## src/mifd_params.svh

```systemverilog
// Offsets, field positions, reset values and timing counts of the decoder.
`ifndef MIFD_PARAMS_SVH
`define MIFD_PARAMS_SVH

// Register byte offsets on the APB.
`define MIFD_OFF_INSTR   12'h000
`define MIFD_OFF_OPERAND 12'h004
`define MIFD_OFF_ACC     12'h008
`define MIFD_OFF_BANK    12'h00c
`define MIFD_OFF_FLAGS   12'h010
`define MIFD_OFF_DECODE  12'h014
`define MIFD_OFF_ADDR    12'h018
`define MIFD_OFF_TARGET  12'h01c
`define MIFD_OFF_RESULT  12'h020
`define MIFD_OFF_PROGRAM_TABLE_POINTER  12'h024
`define MIFD_OFF_TBLLAT  12'h028

// Instruction field positions.
`define MIFD_OPC_HI      15
`define MIFD_DEST_BIT    9
`define MIFD_ACC_BIT     8
`define MIFD_BIT_HI      11
`define MIFD_BIT_LO      9
`define MIFD_FAST_BIT    8
`define MIFD_SECOND_TAG  4'hf

// Access bank split: low file addresses map to bank 0, high ones to bank 15.
`define MIFD_ACC_SPLIT   8'h80
`define MIFD_ACC_LOW     4'h0
`define MIFD_ACC_HIGH    4'hf

// Reset values.
`define MIFD_RST_BYTE    8'h00
`define MIFD_RST_BANK    4'h0
`define MIFD_RST_PTR     21'h000000

// Instruction cycle counts.
`define MIFD_CYC_ONE     2'h1
`define MIFD_CYC_TWO     2'h2

`endif

```

## src/mifd_pkg.sv

```systemverilog
// Types shared by the instruction format decoder.
package mifd_pkg;

   // Sequencing of one- and two-word instructions.
   typedef enum logic {
      MIFD_IDLE,
      MIFD_WAIT2
   } mifd_state_e;

   // Instruction classes that the decoder recognises.
   typedef enum logic [4:0] {
      OP_OTHER,
      OP_ADD,
      OP_ADDC,
      OP_DEC,
      OP_DECSZ,
      OP_DECSNZ,
      OP_INC,
      OP_INCSZ,
      OP_INCSNZ,
      OP_CPEQ,
      OP_CPGT,
      OP_CPLT,
      OP_CLR,
      OP_MOVE,
      OP_CALL,
      OP_GOTO,
      OP_JUMP,
      OP_BCOND,
      OP_SECOND
   } mifd_op_e;

   // ALU status flags.
   typedef struct packed {
      logic n;
      logic ov;
      logic z;
      logic dc;
      logic c;
   } mifd_flags_s;

   // Fields split out of one instruction word.
   typedef struct packed {
      mifd_op_e   op;
      logic       dest;
      logic       bank_acc;
      logic [2:0] bitpos;
      logic [7:0] faddr;
      logic [7:0] literal;
   } mifd_dec_s;

endpackage

```

## src/mifd_decoder.sv

```systemverilog
// Instruction format decoder and byte-operation unit behind an APB slave.
//
// Added by the designer: the register addresses and the APB register port.
`timescale 1ns/100ps
`include "mifd_params.svh"

// How it works
// - Byte ops: opcode, dest, access, file fields.
// - Access bit 0 forces access bank, else bank.
// - File field is 8-bit address within bank.
// - Move carries 12-bit source, 12-bit destination.
// - Bit ops: bit position, access, file fields.
// - Literal ops take 8-bit immediate, low byte.
// - Call and goto form 20-bit target.
// - Call fast bit selects shadow save.
// - Unconditional jump takes 11-bit signed offset.
// - Conditional branches take 8-bit signed offset.
// - Don't-care encoding bits are ignored.
// - 21-bit table pointer and 8-bit table latch.
// - Add and add-with-carry update all five flags.
// - Five flags, changed only when listed, and Z by clear.
// - Compares skip on equal, greater, less.
// - Decrement sets flags; decrement-skip-zero keeps them.
// - Decrement, skip when non-zero, no flags.
// - Increment sets flags; increment-skip-zero keeps them.
// - Increment, skip when non-zero, no flags.
// - Dest 0 to accumulator, 1 to file.
// - Lone second word executes as no-operation.
// - One cycle; skip, jump or a two-word pair adds one.
module mifd_decoder
   import mifd_pkg::*;
(
   // Clock and reset.
   input  wire logic        clock,
   input  wire logic        sys_rst,
   // APB slave.
   input  wire logic        psel,
   input  wire logic        penable,
   input  wire logic        pwrite,
   input  wire logic [11:0] paddr,
   input  wire logic [31:0] pwdata,
   output logic      [31:0] prdata,
   output logic             pready,
   output logic             pslverr,
   // File register write port toward the data memory.
   output logic             file_wr_strobe,
   output logic      [11:0] file_wr_addr,
   output logic      [7:0]  file_wr_data,
   // Next instruction is to be discarded.
   output logic             skip_next
);

   // Software-visible state.
   logic [15:0]  instr_word;
   logic [15:0]  first_word;
   logic         exec_go;
   logic [7:0]   operand;
   logic [7:0]   working_accumulator;
   logic [3:0]   bank_select_reg;
   mifd_flags_s  flags;
   logic [20:0]  program_table_pointer;
   logic [7:0]   program_table_latch;
   mifd_state_e  state;

   // Captured results of the last executed instruction.
   mifd_dec_s    dec_q;
   logic [11:0]  addr_q;
   logic [11:0]  move_dst_q;
   logic [20:0]  target_q;
   logic         fast_q;
   logic [7:0]   result_q;
   logic         taken_q;
   logic [1:0]   cycles_q;
   logic         second_bad_q;

   // Combinational decode and execute.
   mifd_dec_s    dec;
   logic [11:0]  eff_addr;
   logic [8:0]   sum;
   logic [4:0]   low_sum;
   logic [7:0]   alu_a;
   logic [7:0]   alu_b;
   logic         alu_cin;
   logic [7:0]   next_result;
   mifd_flags_s  next_flags;
   logic         next_skip;
   logic         next_taken;
   logic         next_to_file;
   logic         next_to_acc;
   logic         cond_flag;
   logic         two_word;
   logic         wr_en;
   logic         addr_ok;

   // The bus never waits, so every access completes in its access phase.
   assign pready = 1'b1;
   assign wr_en  = psel & penable & pwrite;

   // Field split; bits outside the fields of a class never steer it.
   always_comb begin
      dec.dest     = instr_word[`MIFD_DEST_BIT];
      dec.bank_acc = instr_word[`MIFD_ACC_BIT];
      dec.bitpos   = instr_word[`MIFD_BIT_HI:`MIFD_BIT_LO];
      dec.faddr    = instr_word[7:0];
      dec.literal  = instr_word[7:0];
      casez (instr_word[`MIFD_OPC_HI:8])
         8'b0010_01??: dec.op = OP_ADD;
         8'b0010_00??: dec.op = OP_ADDC;
         8'b0000_01??: dec.op = OP_DEC;
         8'b0010_11??: dec.op = OP_DECSZ;
         8'b0100_11??: dec.op = OP_DECSNZ;
         8'b0010_10??: dec.op = OP_INC;
         8'b0011_11??: dec.op = OP_INCSZ;
         8'b0100_10??: dec.op = OP_INCSNZ;
         8'b0110_001?: dec.op = OP_CPEQ;
         8'b0110_010?: dec.op = OP_CPGT;
         8'b0110_000?: dec.op = OP_CPLT;
         8'b0110_101?: dec.op = OP_CLR;
         8'b1100_????: dec.op = OP_MOVE;
         8'b1110_110?: dec.op = OP_CALL;
         8'b1110_1111: dec.op = OP_GOTO;
         8'b1101_0???: dec.op = OP_JUMP;
         8'b1110_0???: dec.op = OP_BCOND;
         8'b1111_????: dec.op = OP_SECOND;
         default:      dec.op = OP_OTHER;
      endcase
   end

   assign two_word = (dec.op == OP_MOVE) || (dec.op == OP_CALL)
                     || (dec.op == OP_GOTO);

   // Bank resolution; the access bank splits the page into low and high.
   always_comb begin
      if (dec.bank_acc) begin
         eff_addr = {bank_select_reg, dec.faddr};
      end else if (dec.faddr < `MIFD_ACC_SPLIT) begin
         eff_addr = {`MIFD_ACC_LOW, dec.faddr};
      end else begin
         eff_addr = {`MIFD_ACC_HIGH, dec.faddr};
      end
   end

   // Operand selection for the shared adder.
   always_comb begin
      alu_a   = operand;
      alu_b   = `MIFD_RST_BYTE;
      alu_cin = 1'b0;
      unique case (dec.op)
         OP_ADD: begin
            alu_a = working_accumulator;
            alu_b = operand;
         end
         OP_ADDC: begin
            alu_a   = working_accumulator;
            alu_b   = operand;
            alu_cin = flags.c;
         end
         OP_DEC, OP_DECSZ, OP_DECSNZ: begin
            alu_b = 8'hff;
         end
         OP_INC, OP_INCSZ, OP_INCSNZ: begin
            alu_cin = 1'b1;
         end
         default: begin
            alu_a = operand;
         end
      endcase
   end

   // One adder serves add, increment and decrement; DC comes from bit 3.
   assign low_sum = {1'b0, alu_a[3:0]} + {1'b0, alu_b[3:0]}
                    + {4'h0, alu_cin};
   assign sum     = {1'b0, alu_a} + {1'b0, alu_b} + {8'h00, alu_cin};

   // Branch condition: bits 10..9 pick the flag, bit 8 inverts it.
   always_comb begin
      unique case (instr_word[10:9])
         2'h0: cond_flag = flags.z;
         2'h1: cond_flag = flags.c;
         2'h2: cond_flag = flags.ov;
         2'h3: cond_flag = flags.n;
      endcase
   end

   // Result, flags, skip and destination of the word in hand.
   always_comb begin
      next_result  = sum[7:0];
      next_flags   = flags;
      next_skip    = 1'b0;
      next_taken   = 1'b0;
      next_to_file = 1'b0;
      next_to_acc  = 1'b0;
      unique case (dec.op)
         OP_ADD, OP_ADDC, OP_DEC, OP_INC: begin
            next_flags.c  = sum[8];
            next_flags.dc = low_sum[4];
            next_flags.z  = (sum[7:0] == 8'h00);
            next_flags.n  = sum[7];
            next_flags.ov = (alu_a[7] == alu_b[7])
                            && (sum[7] != alu_a[7]);
            next_to_file  = dec.dest;
            next_to_acc   = ~dec.dest;
         end
         OP_DECSZ, OP_INCSZ: begin
            next_skip    = (sum[7:0] == 8'h00);
            next_to_file = dec.dest;
            next_to_acc  = ~dec.dest;
         end
         OP_DECSNZ, OP_INCSNZ: begin
            next_skip    = (sum[7:0] != 8'h00);
            next_to_file = dec.dest;
            next_to_acc  = ~dec.dest;
         end
         OP_CPEQ: next_skip = (operand == working_accumulator);
         OP_CPGT: next_skip = (operand > working_accumulator);
         OP_CPLT: next_skip = (operand < working_accumulator);
         OP_CLR: begin
            next_result  = `MIFD_RST_BYTE;
            next_flags.z = 1'b1;
            next_to_file = 1'b1;
         end
         OP_JUMP:  next_taken = 1'b1;
         OP_BCOND: next_taken = cond_flag ^ instr_word[8];
         default:  next_result = sum[7:0];
      endcase
   end

   // A write to the instruction register launches execution next cycle.
   always_ff @(posedge clock) begin
      if (sys_rst) begin
         instr_word <= 16'h0000;
         exec_go    <= 1'b0;
      end else begin
         exec_go <= wr_en && (paddr == `MIFD_OFF_INSTR);
         if (wr_en && (paddr == `MIFD_OFF_INSTR)) begin
            instr_word <= pwdata[15:0];
         end
      end
   end

   // Plain software registers; the table pair is only stored here.
   always_ff @(posedge clock) begin
      if (sys_rst) begin
         operand               <= `MIFD_RST_BYTE;
         bank_select_reg       <= `MIFD_RST_BANK;
         program_table_pointer <= `MIFD_RST_PTR;
         program_table_latch   <= `MIFD_RST_BYTE;
      end else if (wr_en) begin
         if (paddr == `MIFD_OFF_OPERAND) begin
            operand <= pwdata[7:0];
         end
         if (paddr == `MIFD_OFF_BANK) begin
            bank_select_reg <= pwdata[3:0];
         end
         if (paddr == `MIFD_OFF_PROGRAM_TABLE_POINTER) begin
            program_table_pointer <= pwdata[20:0];
         end
         if (paddr == `MIFD_OFF_TBLLAT) begin
            program_table_latch <= pwdata[7:0];
         end
      end
   end

   // Accumulator and flags change on execution or on a software write.
   always_ff @(posedge clock) begin
      if (sys_rst) begin
         working_accumulator <= `MIFD_RST_BYTE;
         flags               <= '0;
      end else if (exec_go && (state == MIFD_IDLE)) begin
         flags <= next_flags;
         if (next_to_acc) begin
            working_accumulator <= next_result;
         end
      end else if (wr_en) begin
         if (paddr == `MIFD_OFF_ACC) begin
            working_accumulator <= pwdata[7:0];
         end
         if (paddr == `MIFD_OFF_FLAGS) begin
            flags <= pwdata[4:0];
         end
      end
   end

   // Two-word sequencing: the first word waits for its companion.
   always_ff @(posedge clock) begin
      if (sys_rst) begin
         state      <= MIFD_IDLE;
         first_word <= 16'h0000;
      end else if (exec_go) begin
         unique case (state)
            MIFD_IDLE: begin
               if (two_word) begin
                  state      <= MIFD_WAIT2;
                  first_word <= instr_word;
               end
            end
            MIFD_WAIT2: state <= MIFD_IDLE;
         endcase
      end
   end

   // Capture of the executed instruction for readback and the write port.
   always_ff @(posedge clock) begin
      if (sys_rst) begin
         dec_q          <= '0;
         addr_q         <= 12'h000;
         move_dst_q     <= 12'h000;
         target_q       <= `MIFD_RST_PTR;
         fast_q         <= 1'b0;
         result_q       <= `MIFD_RST_BYTE;
         taken_q        <= 1'b0;
         cycles_q       <= `MIFD_CYC_ONE;
         second_bad_q   <= 1'b0;
         skip_next      <= 1'b0;
         file_wr_strobe <= 1'b0;
         file_wr_addr   <= 12'h000;
         file_wr_data   <= `MIFD_RST_BYTE;
      end else begin
         file_wr_strobe <= 1'b0;
         if (exec_go && (state == MIFD_WAIT2)) begin
            // Second word: its low twelve bits complete the first.
            second_bad_q <= (instr_word[15:12] != `MIFD_SECOND_TAG);
            cycles_q     <= `MIFD_CYC_TWO;
            skip_next    <= 1'b0;
            taken_q      <= (first_word[15:12] != 4'hc);
            if (first_word[15:12] == 4'hc) begin
               addr_q     <= first_word[11:0];
               move_dst_q <= instr_word[11:0];
            end else begin
               target_q <= {1'b0, instr_word[11:0],
                            first_word[7:0]};
               fast_q   <= (first_word[15:9] == 7'b1110_110)
                           && first_word[`MIFD_FAST_BIT];
            end
         end else if (exec_go) begin
            dec_q        <= dec;
            addr_q       <= eff_addr;
            second_bad_q <= 1'b0;
            fast_q       <= 1'b0;
            result_q     <= next_result;
            skip_next    <= next_skip;
            taken_q      <= next_taken;
            // Extra cycle as a no-operation after a skip or a jump.
            cycles_q     <= (next_skip || next_taken)
                            ? `MIFD_CYC_TWO : `MIFD_CYC_ONE;
            if (dec.op == OP_JUMP) begin
               target_q <= {{10{instr_word[10]}},
                            instr_word[10:0]};
            end else if (dec.op == OP_BCOND) begin
               target_q <= {{13{instr_word[7]}},
                            instr_word[7:0]};
            end else begin
               target_q <= `MIFD_RST_PTR;
            end
            // A lone second word falls to the default: nothing written.
            if (next_to_file) begin
               file_wr_strobe <= 1'b1;
               file_wr_addr   <= eff_addr;
               file_wr_data   <= next_result;
            end
         end
      end
   end

   // Read decode; unmapped addresses answer with an error and zero data.
   always_comb begin
      prdata  = 32'h0000_0000;
      addr_ok = 1'b1;
      unique case (paddr)
         `MIFD_OFF_INSTR:   prdata = {16'h0000, instr_word};
         `MIFD_OFF_OPERAND: prdata = {24'h000000, operand};
         `MIFD_OFF_ACC:     prdata = {24'h000000, working_accumulator};
         `MIFD_OFF_BANK:    prdata = {28'h0000000, bank_select_reg};
         `MIFD_OFF_FLAGS:   prdata = {27'h0000000, flags};
         `MIFD_OFF_DECODE:  prdata = {dec_q.literal, 3'h0, dec_q.op,
                                      3'h0, dec_q.dest, dec_q.bank_acc,
                                      dec_q.bitpos, dec_q.faddr};
         `MIFD_OFF_ADDR:    prdata = {4'h0, move_dst_q, 4'h0, addr_q};
         `MIFD_OFF_TARGET:  prdata = {7'h00, fast_q, 3'h0, target_q};
         `MIFD_OFF_RESULT:  prdata = {17'h00000, (state == MIFD_WAIT2),
                                      second_bad_q, file_wr_strobe,
                                      cycles_q, taken_q, skip_next,
                                      result_q};
         `MIFD_OFF_PROGRAM_TABLE_POINTER:  prdata = {11'h000, program_table_pointer};
         `MIFD_OFF_TBLLAT:  prdata = {24'h000000, program_table_latch};
         default:           addr_ok = 1'b0;
      endcase
      pslverr = psel & penable & ~addr_ok;
   end

endmodule

```

## config.mk

```make
export PLATFORM = sky130hd
export DESIGN_NAME = mifd_decoder
export DESIGN_NICKNAME = d
export VERILOG_FILES = /design/src/mifd_pkg.sv /design/src/mifd_decoder.sv
export VERILOG_INCLUDE_DIRS = /design/src
export SDC_FILE = /design/constraint.sdc
export NUM_CORES = 1
export LEC_CHECK = 0
export ABC_AREA = 1
export BUFFER_PORTS_ARGS = -buffer_cell sky130_fd_sc_hd__buf_2
export CAP_MARGIN = 30
export CORE_ASPECT_RATIO = 1.5
export CORE_MARGIN = 1.5
export CORE_UTILIZATION = 50
export DETAILED_ROUTE_END_ITERATION = 8
export GPL_ROUTABILITY_DRIVEN = 0
export PLACE_DENSITY = 0.69
export SLEW_MARGIN = 0
export SYNTH_ARGS = -nofsm -noshare
export SYNTH_HDL_FRONTEND = slang
export SYNTH_SLANG_ARGS = --single-unit
```

## constraint.sdc

```tcl
create_clock -name clock -period 6.6 [get_ports clock]
set_clock_uncertainty 0.1 [all_clocks]
set_input_delay 0.66 -clock clock [delete_from_list [all_inputs] [get_ports clock]]
set_output_delay 0.66 -clock clock [all_outputs]
set_load 0.03 [all_outputs]
```

==> results.md, run 1 <==
- Status: finished clean
- Initial Util: ~51%
- Multi-input gate area: about 4400 sq um
- Syn Inst Count: 1,279
- FFs w/ async S/R, synth: 0%
- Initial antenna violation count: 0
- Die W: approximately 110 microns
- #FFs+latches synth: 185
- Vias after detailed routing: approximately 9,400
- Most frequent cell after synthesis: nand2_1
- Core ar.: 17,800 sq um
- Syn Area/Cell: 7.06 sq um
- WL/cell: between 20 and 25 microns
- Pleak: 0.00425 uW
- Final min period: ~4.2 ns
- Final setup fails: 0
- Crit path buffers/inverters: 2
- Switching pwr: 518 uW
- Final HPWL DP: 23,400 microns
- Post-synthesis net count: roughly 1,300
- Worst setup SP type: flop
- Multiplexer share of the synthesized area: 0%
- Gate power share: 2.7%
- RSZ-0062 raised after global routing: false
- # hold bufs at CTS: 0
- Die Y: 168 microns
- Commonest cells in the netlist: nand2_1 (209), dfxtp_1 (185), a21oi_1 (181), o21ai_0 (172), inv_1 (149)
- Crit-path slowest cell: dfxtp_1
- Final cell count without fillers: around 1,600
- H-tree Lvls: 4
- DRT iter0 DRCs: approximately 890
- FF+latch area: 3700 sq um
- DRC: 0
- Total Power: roughly 2200 uW
- Share of cells above drive strength 1: 12.4%
- Worst VDD drop: slightly above 0.2 mV
- Vias in the first global route: a little under 9,000
- CTS tree: built
- Max clock buf depth: 2
- Largest net degree at the start of global routing: between 100 and 150
- Synth top area cells: dfxtp_1 (41%), a21oi_1 (10%), o21ai_0 (9.5%)
- Placed Area: 9530 sq um
- Post-synth top area share: 41.0%
- CP top delay family: simple AND/OR/NAND/NOR gates
- Clk pwr share: a little under half
- Diode count: 0
- Grt total ovfl: 0
- CP required: approximately 6.8 ns
- CP cell instances: nand2_1 > nor2_1 > nand2_1 > nand2_2 > inv_1 > nand2_1 > o21ai_0 > fa_1 > inv_1 > fa_1 > or2_2 > nor2_1 > nand3_1 > nor2_1 > nand3_1 > nand2_1 > nand4_1 > nor2_1 > nor2_1
- Area growth syn-to-layout: 11.7%
- Via density: about 6
- Critical Path AT: around 4.5 ns
- Die area: 18,900 sq um
- Biggest cell delay along the critical path: 0.63 ns
- Max-slew violation count: 0
- Fill cells: approximately 1,800
- Simple-gate share of the synthesized area: between 15 and 20%
- Sink Count: 185
- Max-cap violations: 0
- Max frequency: about 240 MHz
- Post-synth EDFFs: 0
- I/O pin cnt: around 110
- Top FF cell, synth: dfxtp_1
- Endpoints failing hold: 0
- WL final: 32,700 microns
- IO buf count: 92
- Cell row count: 60
- Min-delay worst type: reg -> reg
- Resized Gates After CTS: 0
- Final period utilization: roughly 64%
- Post-Syn Area: approximately 9000 sq um
- Final Instance Area: 10,100 sq um
- Cts bufs inserted: 17
- Fin Setup TNS: 0 ns
- Crit Path Category: reg -> reg
- Post CTS Setup Buffer Count: 0
- Largest family of logic cells by synthesized area: compound AO/OA/AOI/OAI gates
- Slew headroom: between 20% and 30%
- Int Pwr: approximately 1700 uW
- Most frequent CP cell: nor2_1
- Root buffer cell: clkbuf_16
- Nets: approximately 1,400
- First-pass GRT wire length: 50,100 microns
- Leading registers by flop count: program_table_pointer (21), target_q (21), dec_q (17)
- PwrDens: between 200 and 250 nW/um^2
- Synth warn: 0
- All-Layer GR Usage: between 30% and 40%
- Routed Antenna Nets: 0
- Clk_lat worst skew: 0.44 ns
- Compound-gate portion of the synthesized area: 26.7%
- Register area share after synthesis: about two fifths
- Clock transition at path regs: roughly 0.070 ns
- Post-synth cell types: 46
- Net Sw Frac: roughly a quarter
- Cell taking the most area after synthesis: dfxtp_1
- Seq pwr share: 51.2%
- Worst-path fanout max: 17
- Tightest Pin Transition: roughly 1.1 ns
- Setup crit end kind: flop
- DRT Pass-1 Iters: 6
- XOR/XNOR Fraction of Synth Area: less than 1%
- Adder-Cell Fraction of Synth Area: under 10%
- Number of cells after detailed placement: roughly 1,500
-- logic make-up (layout without fill, tap and decap cells) --
kind of cell,count (synthesis),after routing
and+or+nand+nor,406,406
other,1,1
buffers and inverters,231,295
AOI/OAI and AO/OA,438,438
xor gates and xnor gates,1,1
DFF,185,185
adders and majority gates,17,17
-- worst min-delay path, delay by kind of cell (launching register included) --
family	cells	cell delay [ns]
compound gates	1	0.05
buf+inv	1	0.05
flops	1	0.31
-- final cells by class --
class | instances | share of cell area (%)
Timing Repair Buffer | 99 | 5.08
Sequential cell | 185 | 36.7
Multi-Input combinational cell | 863 | 43.8
Clock buffer | 18 | 4.25
Clock inverter | 13 | 1.33
Tap cell | 217 | 2.69
Inverter | 165 | 6.17
-- metrics by stage --
stage	worst slack, ns	util, %	hold WS (ns)
2_1_floorplan	3.29	-	0.323
3_3_place_gp	2.54	53.6	0.333
3_5_place_dp	2.46	53.6	0.340
4_1_cts	2.43	56.7	0.351
5_1_grt	2.07	56.7	0.364
6_report	2.37	56.7	0.350
-- routing by layer --
layer,track usage (%),wire length (microns)
met4,27.2,2690
met2,57.2,15400
met5,0,0
met1,40.8,12100
met3,6.01,2490
-- power by group through the flow --
stage	registers [uW]	logic [uW]	clock network, uW
2_1_floorplan	1140	28.6	0
3_3_place_gp	1140	57.4	0
3_5_place_dp	1140	57.8	0
4_1_cts	1120	58.0	1010
5_1_grt	1110	64.3	1050
6_report	1120	59.8	1000
-- cell usage in the layout (no fill, tap or decap), drive strengths merged, types with 2 or more instances in the layout --
cell type,n
a211oi,3
a21oi,182
a221o,3
a221oi,15
a22o,5
a31oi,15
buf,99
clkbuf,18
clkinv,6
clkinvlp,2
dfxtp,185
fa,2
ha,15
inv,169
nand2,217
nand3,69
nand4,17
nor2,92
nor3,4
nor4,6
o2111ai,6
o211ai,6
o21a,3
o21ai,179
o221ai,3
o22ai,14
o41ai,2
-- worst paths after layout --
kind,startpoint,end,slack [ns],cells past startpoint
hold / removal,program_table_latch[7],program_table_latch[7],0.35,2
setup / recovery,instr_word[10],cycles_q[1],2.37,19
hold reg to reg,program_table_latch[7],program_table_latch[7],0.35,2
setup reg to reg,instr_word[10],cycles_q[1],2.37,19
Power figures use the tool's default switching activity.
==> inputs of run 2 (changes only) <==
--- a/config.mk
+++ b/config.mk
@@ -14,7 +14,7 @@
 export CORE_UTILIZATION = 50
 export DETAILED_ROUTE_END_ITERATION = 8
 export GPL_ROUTABILITY_DRIVEN = 0
-export PLACE_DENSITY = 0.69
+export PLACE_DENSITY = 0.72
 export SLEW_MARGIN = 0
 export SYNTH_ARGS = -nofsm -noshare
 export SYNTH_HDL_FRONTEND = slang
==> constraint.sdc (replaced) <==
create_clock -name clock -period 3.88 [get_ports clock]
set_clock_uncertainty 0.1 [all_clocks]
set_input_delay 0.388 -clock clock [delete_from_list [all_inputs] [get_ports clock]]
set_output_delay 0.388 -clock clock [all_outputs]
set_load 0.03 [all_outputs]
==> run 2 against run 1 <==
  * Combinational power up 71%
  * Design area up 2.0%
  * Sequential share of layout area down 0.71 points
  * Non-clock buffer count up 17
  * Utilization up 1.1 points
  * Register-to-register slack worse by 2.1 ns
  * First-iteration DRC count up 24%
  * Critical path depth unchanged
  * Sequential power up 70%
==> results.md, run 2 (synthesis gave the netlist of run 1 again) <==
- Total Power: 3870 uW (+78%)
- Most frequent CP cell: nor2_1
- Slew headroom: 36.1% (+7.2 points)
- IO buf count: 92 (unchanged)
- Critical Path AT: 3.86 ns (-0.60 ns)
- Cts bufs inserted: 17 (unchanged)
- Max-cap violations: 0 (unchanged)
- Number of cells after detailed placement: 1,545 (+1.0%)
- Final Instance Area: 10,300 sq um (+2.0%)
- Crit path buffers/inverters: 3 (+1)
- CP required: 4.11 ns (-2.72 ns)
- CP top delay family: simple AND/OR/NAND/NOR gates
- Endpoints failing hold: 0 (unchanged)
- RSZ-0062 raised after global routing: false
- Initial antenna violation count: 0 (unchanged)
- Vias in the first global route: 8,929 (+0.70%)
- Biggest cell delay along the critical path: 0.48 ns (-0.15 ns)
- First-pass GRT wire length: 51,100 microns (+2.0%)
- WL final: 33,500 microns (+2.5%)
- Reg2Reg Depth: 19 (unchanged)
- Die W: 113 microns (unchanged)
- DRT iter0 DRCs: 1,103 (+24%)
- CTS tree: built
- Root buffer cell: clkbuf_16
- Die area: 18,900 sq um (unchanged)
- Most common library cell in the layout ignoring fill and taps: nand2_1
- Area growth syn-to-layout: 13.9%
- Clock transition at path regs: 0.08 ns (about the same)
- Max frequency: 275 MHz (+16%)
- Cell row count: 60 (unchanged)
- WL/cell: 21.2 microns (+1.3%)
- Fin Setup TNS: 0 ns (unchanged)
- Final period utilization: 93.6% (+30 points)
- Largest net degree at the start of global routing: 77 (-36%)
- Routed Antenna Nets: 0 (unchanged)
- Worst setup SP type: flop
- DRC: 0 (unchanged)
- Clk_lat worst skew: 0.44 ns (about the same)
- Leading registers by flop count: program_table_pointer (21), target_q (21), dec_q (17)
- Via density: 6.16 (+2.1%)
- Hold path depth: 3 (+1)
- # hold bufs at CTS: 0 (unchanged)
- Crit-path slowest cell: dfxtp_1
- Max clock buf depth: 2 (unchanged)
- DRT Pass-1 Iters: 9 (+3)
- Worst-path fanout max: 6 (-11)
- Worst VDD drop: 0.287 mV (+41%)
- Final HPWL DP: 24,200 microns (+3.5%)
- H-tree Lvls: 4 (unchanged)
- Status: finished clean
- Max-slew violation count: 0 (unchanged)
- Placed Area: 9650 sq um (+1.3%)
- Nets: 1,414 (+1.2%)
- Min-delay worst type: in -> reg
- Diode count: 0 (unchanged)
- Fill cells: 1,709 (-3.8%)
- Vias after detailed routing: 9,717 (+3.3%)
- Share of cells above drive strength 1: 13.8% (+1.5 points)
- CP cell instances: inv_2 > nor2_4 > nand2_1 > nand2_2 > inv_1 > nand2_1 > o21ai_0 > fa_1 > inv_1 > fa_1 > or2_2 > nor2_1 > nand3_1 > nor2_1 > nand3_1 > nand2_1 > nand4_1 > nor2_1 > nor2_1
- Grt total ovfl: 0 (unchanged)
- WP depth: 19 (unchanged)
- Die Y: 168 microns (unchanged)
- Core ar.: 17,800 sq um (unchanged)
- I/O pin cnt: 105 (unchanged)
- Tightest Pin Transition: 0.959 ns (-0.106 ns)
- All-Layer GR Usage: 35.7% (+0.60 points)
- Pleak: 0.00437 uW (+2.8%)
- PwrDens: 376 nW/um^2 (+74%)
- Final min period: 3.63 ns (-0.599 ns)
- Initial Util: 50.8% (unchanged)
- Sink Count: 185 (unchanged)
- Most frequent cells in the layout: nand2_1 (209), dfxtp_1 (184), a21oi_1 (181), o21ai_0 (172), inv_1 (148)
- Setup crit end kind: flop
- Crit Path Category: reg -> reg
- Final setup fails: 0 (unchanged)
- Final cell count without fillers: 1,578 (+1.2%)
-- run 2: metal layers --
metal  vias up  share of wire, %  global-route usage, %  wire [microns]
li1       4472                 -                      -               -
met1      4449                36                   43.0           12000
met2       635                46                   56.6           15500
met3       161               9.9                   7.38            3310
met4         0               8.0                   25.3            2680
met5         -                 0                      0               0
-- run 2: what timing repair did --
action                                  in CTS  in global routing
endpoints found under the setup margin       0                  3
buffers inserted                             0                  1
gates resized for setup                      0                  4
-- run 2: worst register-to-register path: stages, from the launching register on --
cell and delay, ns:
dfxtp_1 0.48, inv_2 0.13, nor2_4 0.15, nand2_1 0.09, nand2_2 0.09, inv_1 0.06, nand2_1 0.05, o21ai_0 0.12
fa_1 0.43, inv_1 0.15, fa_1 0.48, or2_2 0.31, nor2_1 0.10, nand3_1 0.08, nor2_1 0.15, nand3_1 0.13
nand2_1 0.09, nand4_1 0.16, nor2_1 0.15, nor2_1 0.05
-- run 2: path summary, 6_finish.rpt --
path	from	end	slack, ns
setup / recovery	instr_word[13]	cycles_q[1]	0.25
hold / removal	pwdata[18]	program_table_pointer[18]	0.12
setup reg to reg	instr_word[13]	cycles_q[1]	0.25
hold reg to reg	program_table_pointer[16]	program_table_pointer[16]	0.35
-- run 2: final cells by class --
cell class	instances	area (sq um)	area share [%]
repair buffers	116	641	6.22
inverters	165	623	6.05
flip-flops and latches	185	3700	36.0
clock buffers	18	429	4.17
clock inverters	14	199	1.93
well taps	217	272	2.64
multi-input cells	863	4420	43.0
-- run 2: per-stage QoR --
stage	hold WS (ns)	utilization (%)	worst slack [ns]
detailed placement	0.341	54.2	0.343
finish	0.120	57.8	0.248
global route	0.141	57.8	0.00612
global placement	0.334	54.2	0.376
CTS	0.116	57.8	0.283
floorplan	0.323	-	0.571
-- run 2: report_power, final --
part | switching, uW | internal [uW]
combinational | 74.0 | 27.8
sequential | 0.0445 | 1900
clock | 829 | 1040
total | 903 | 2970
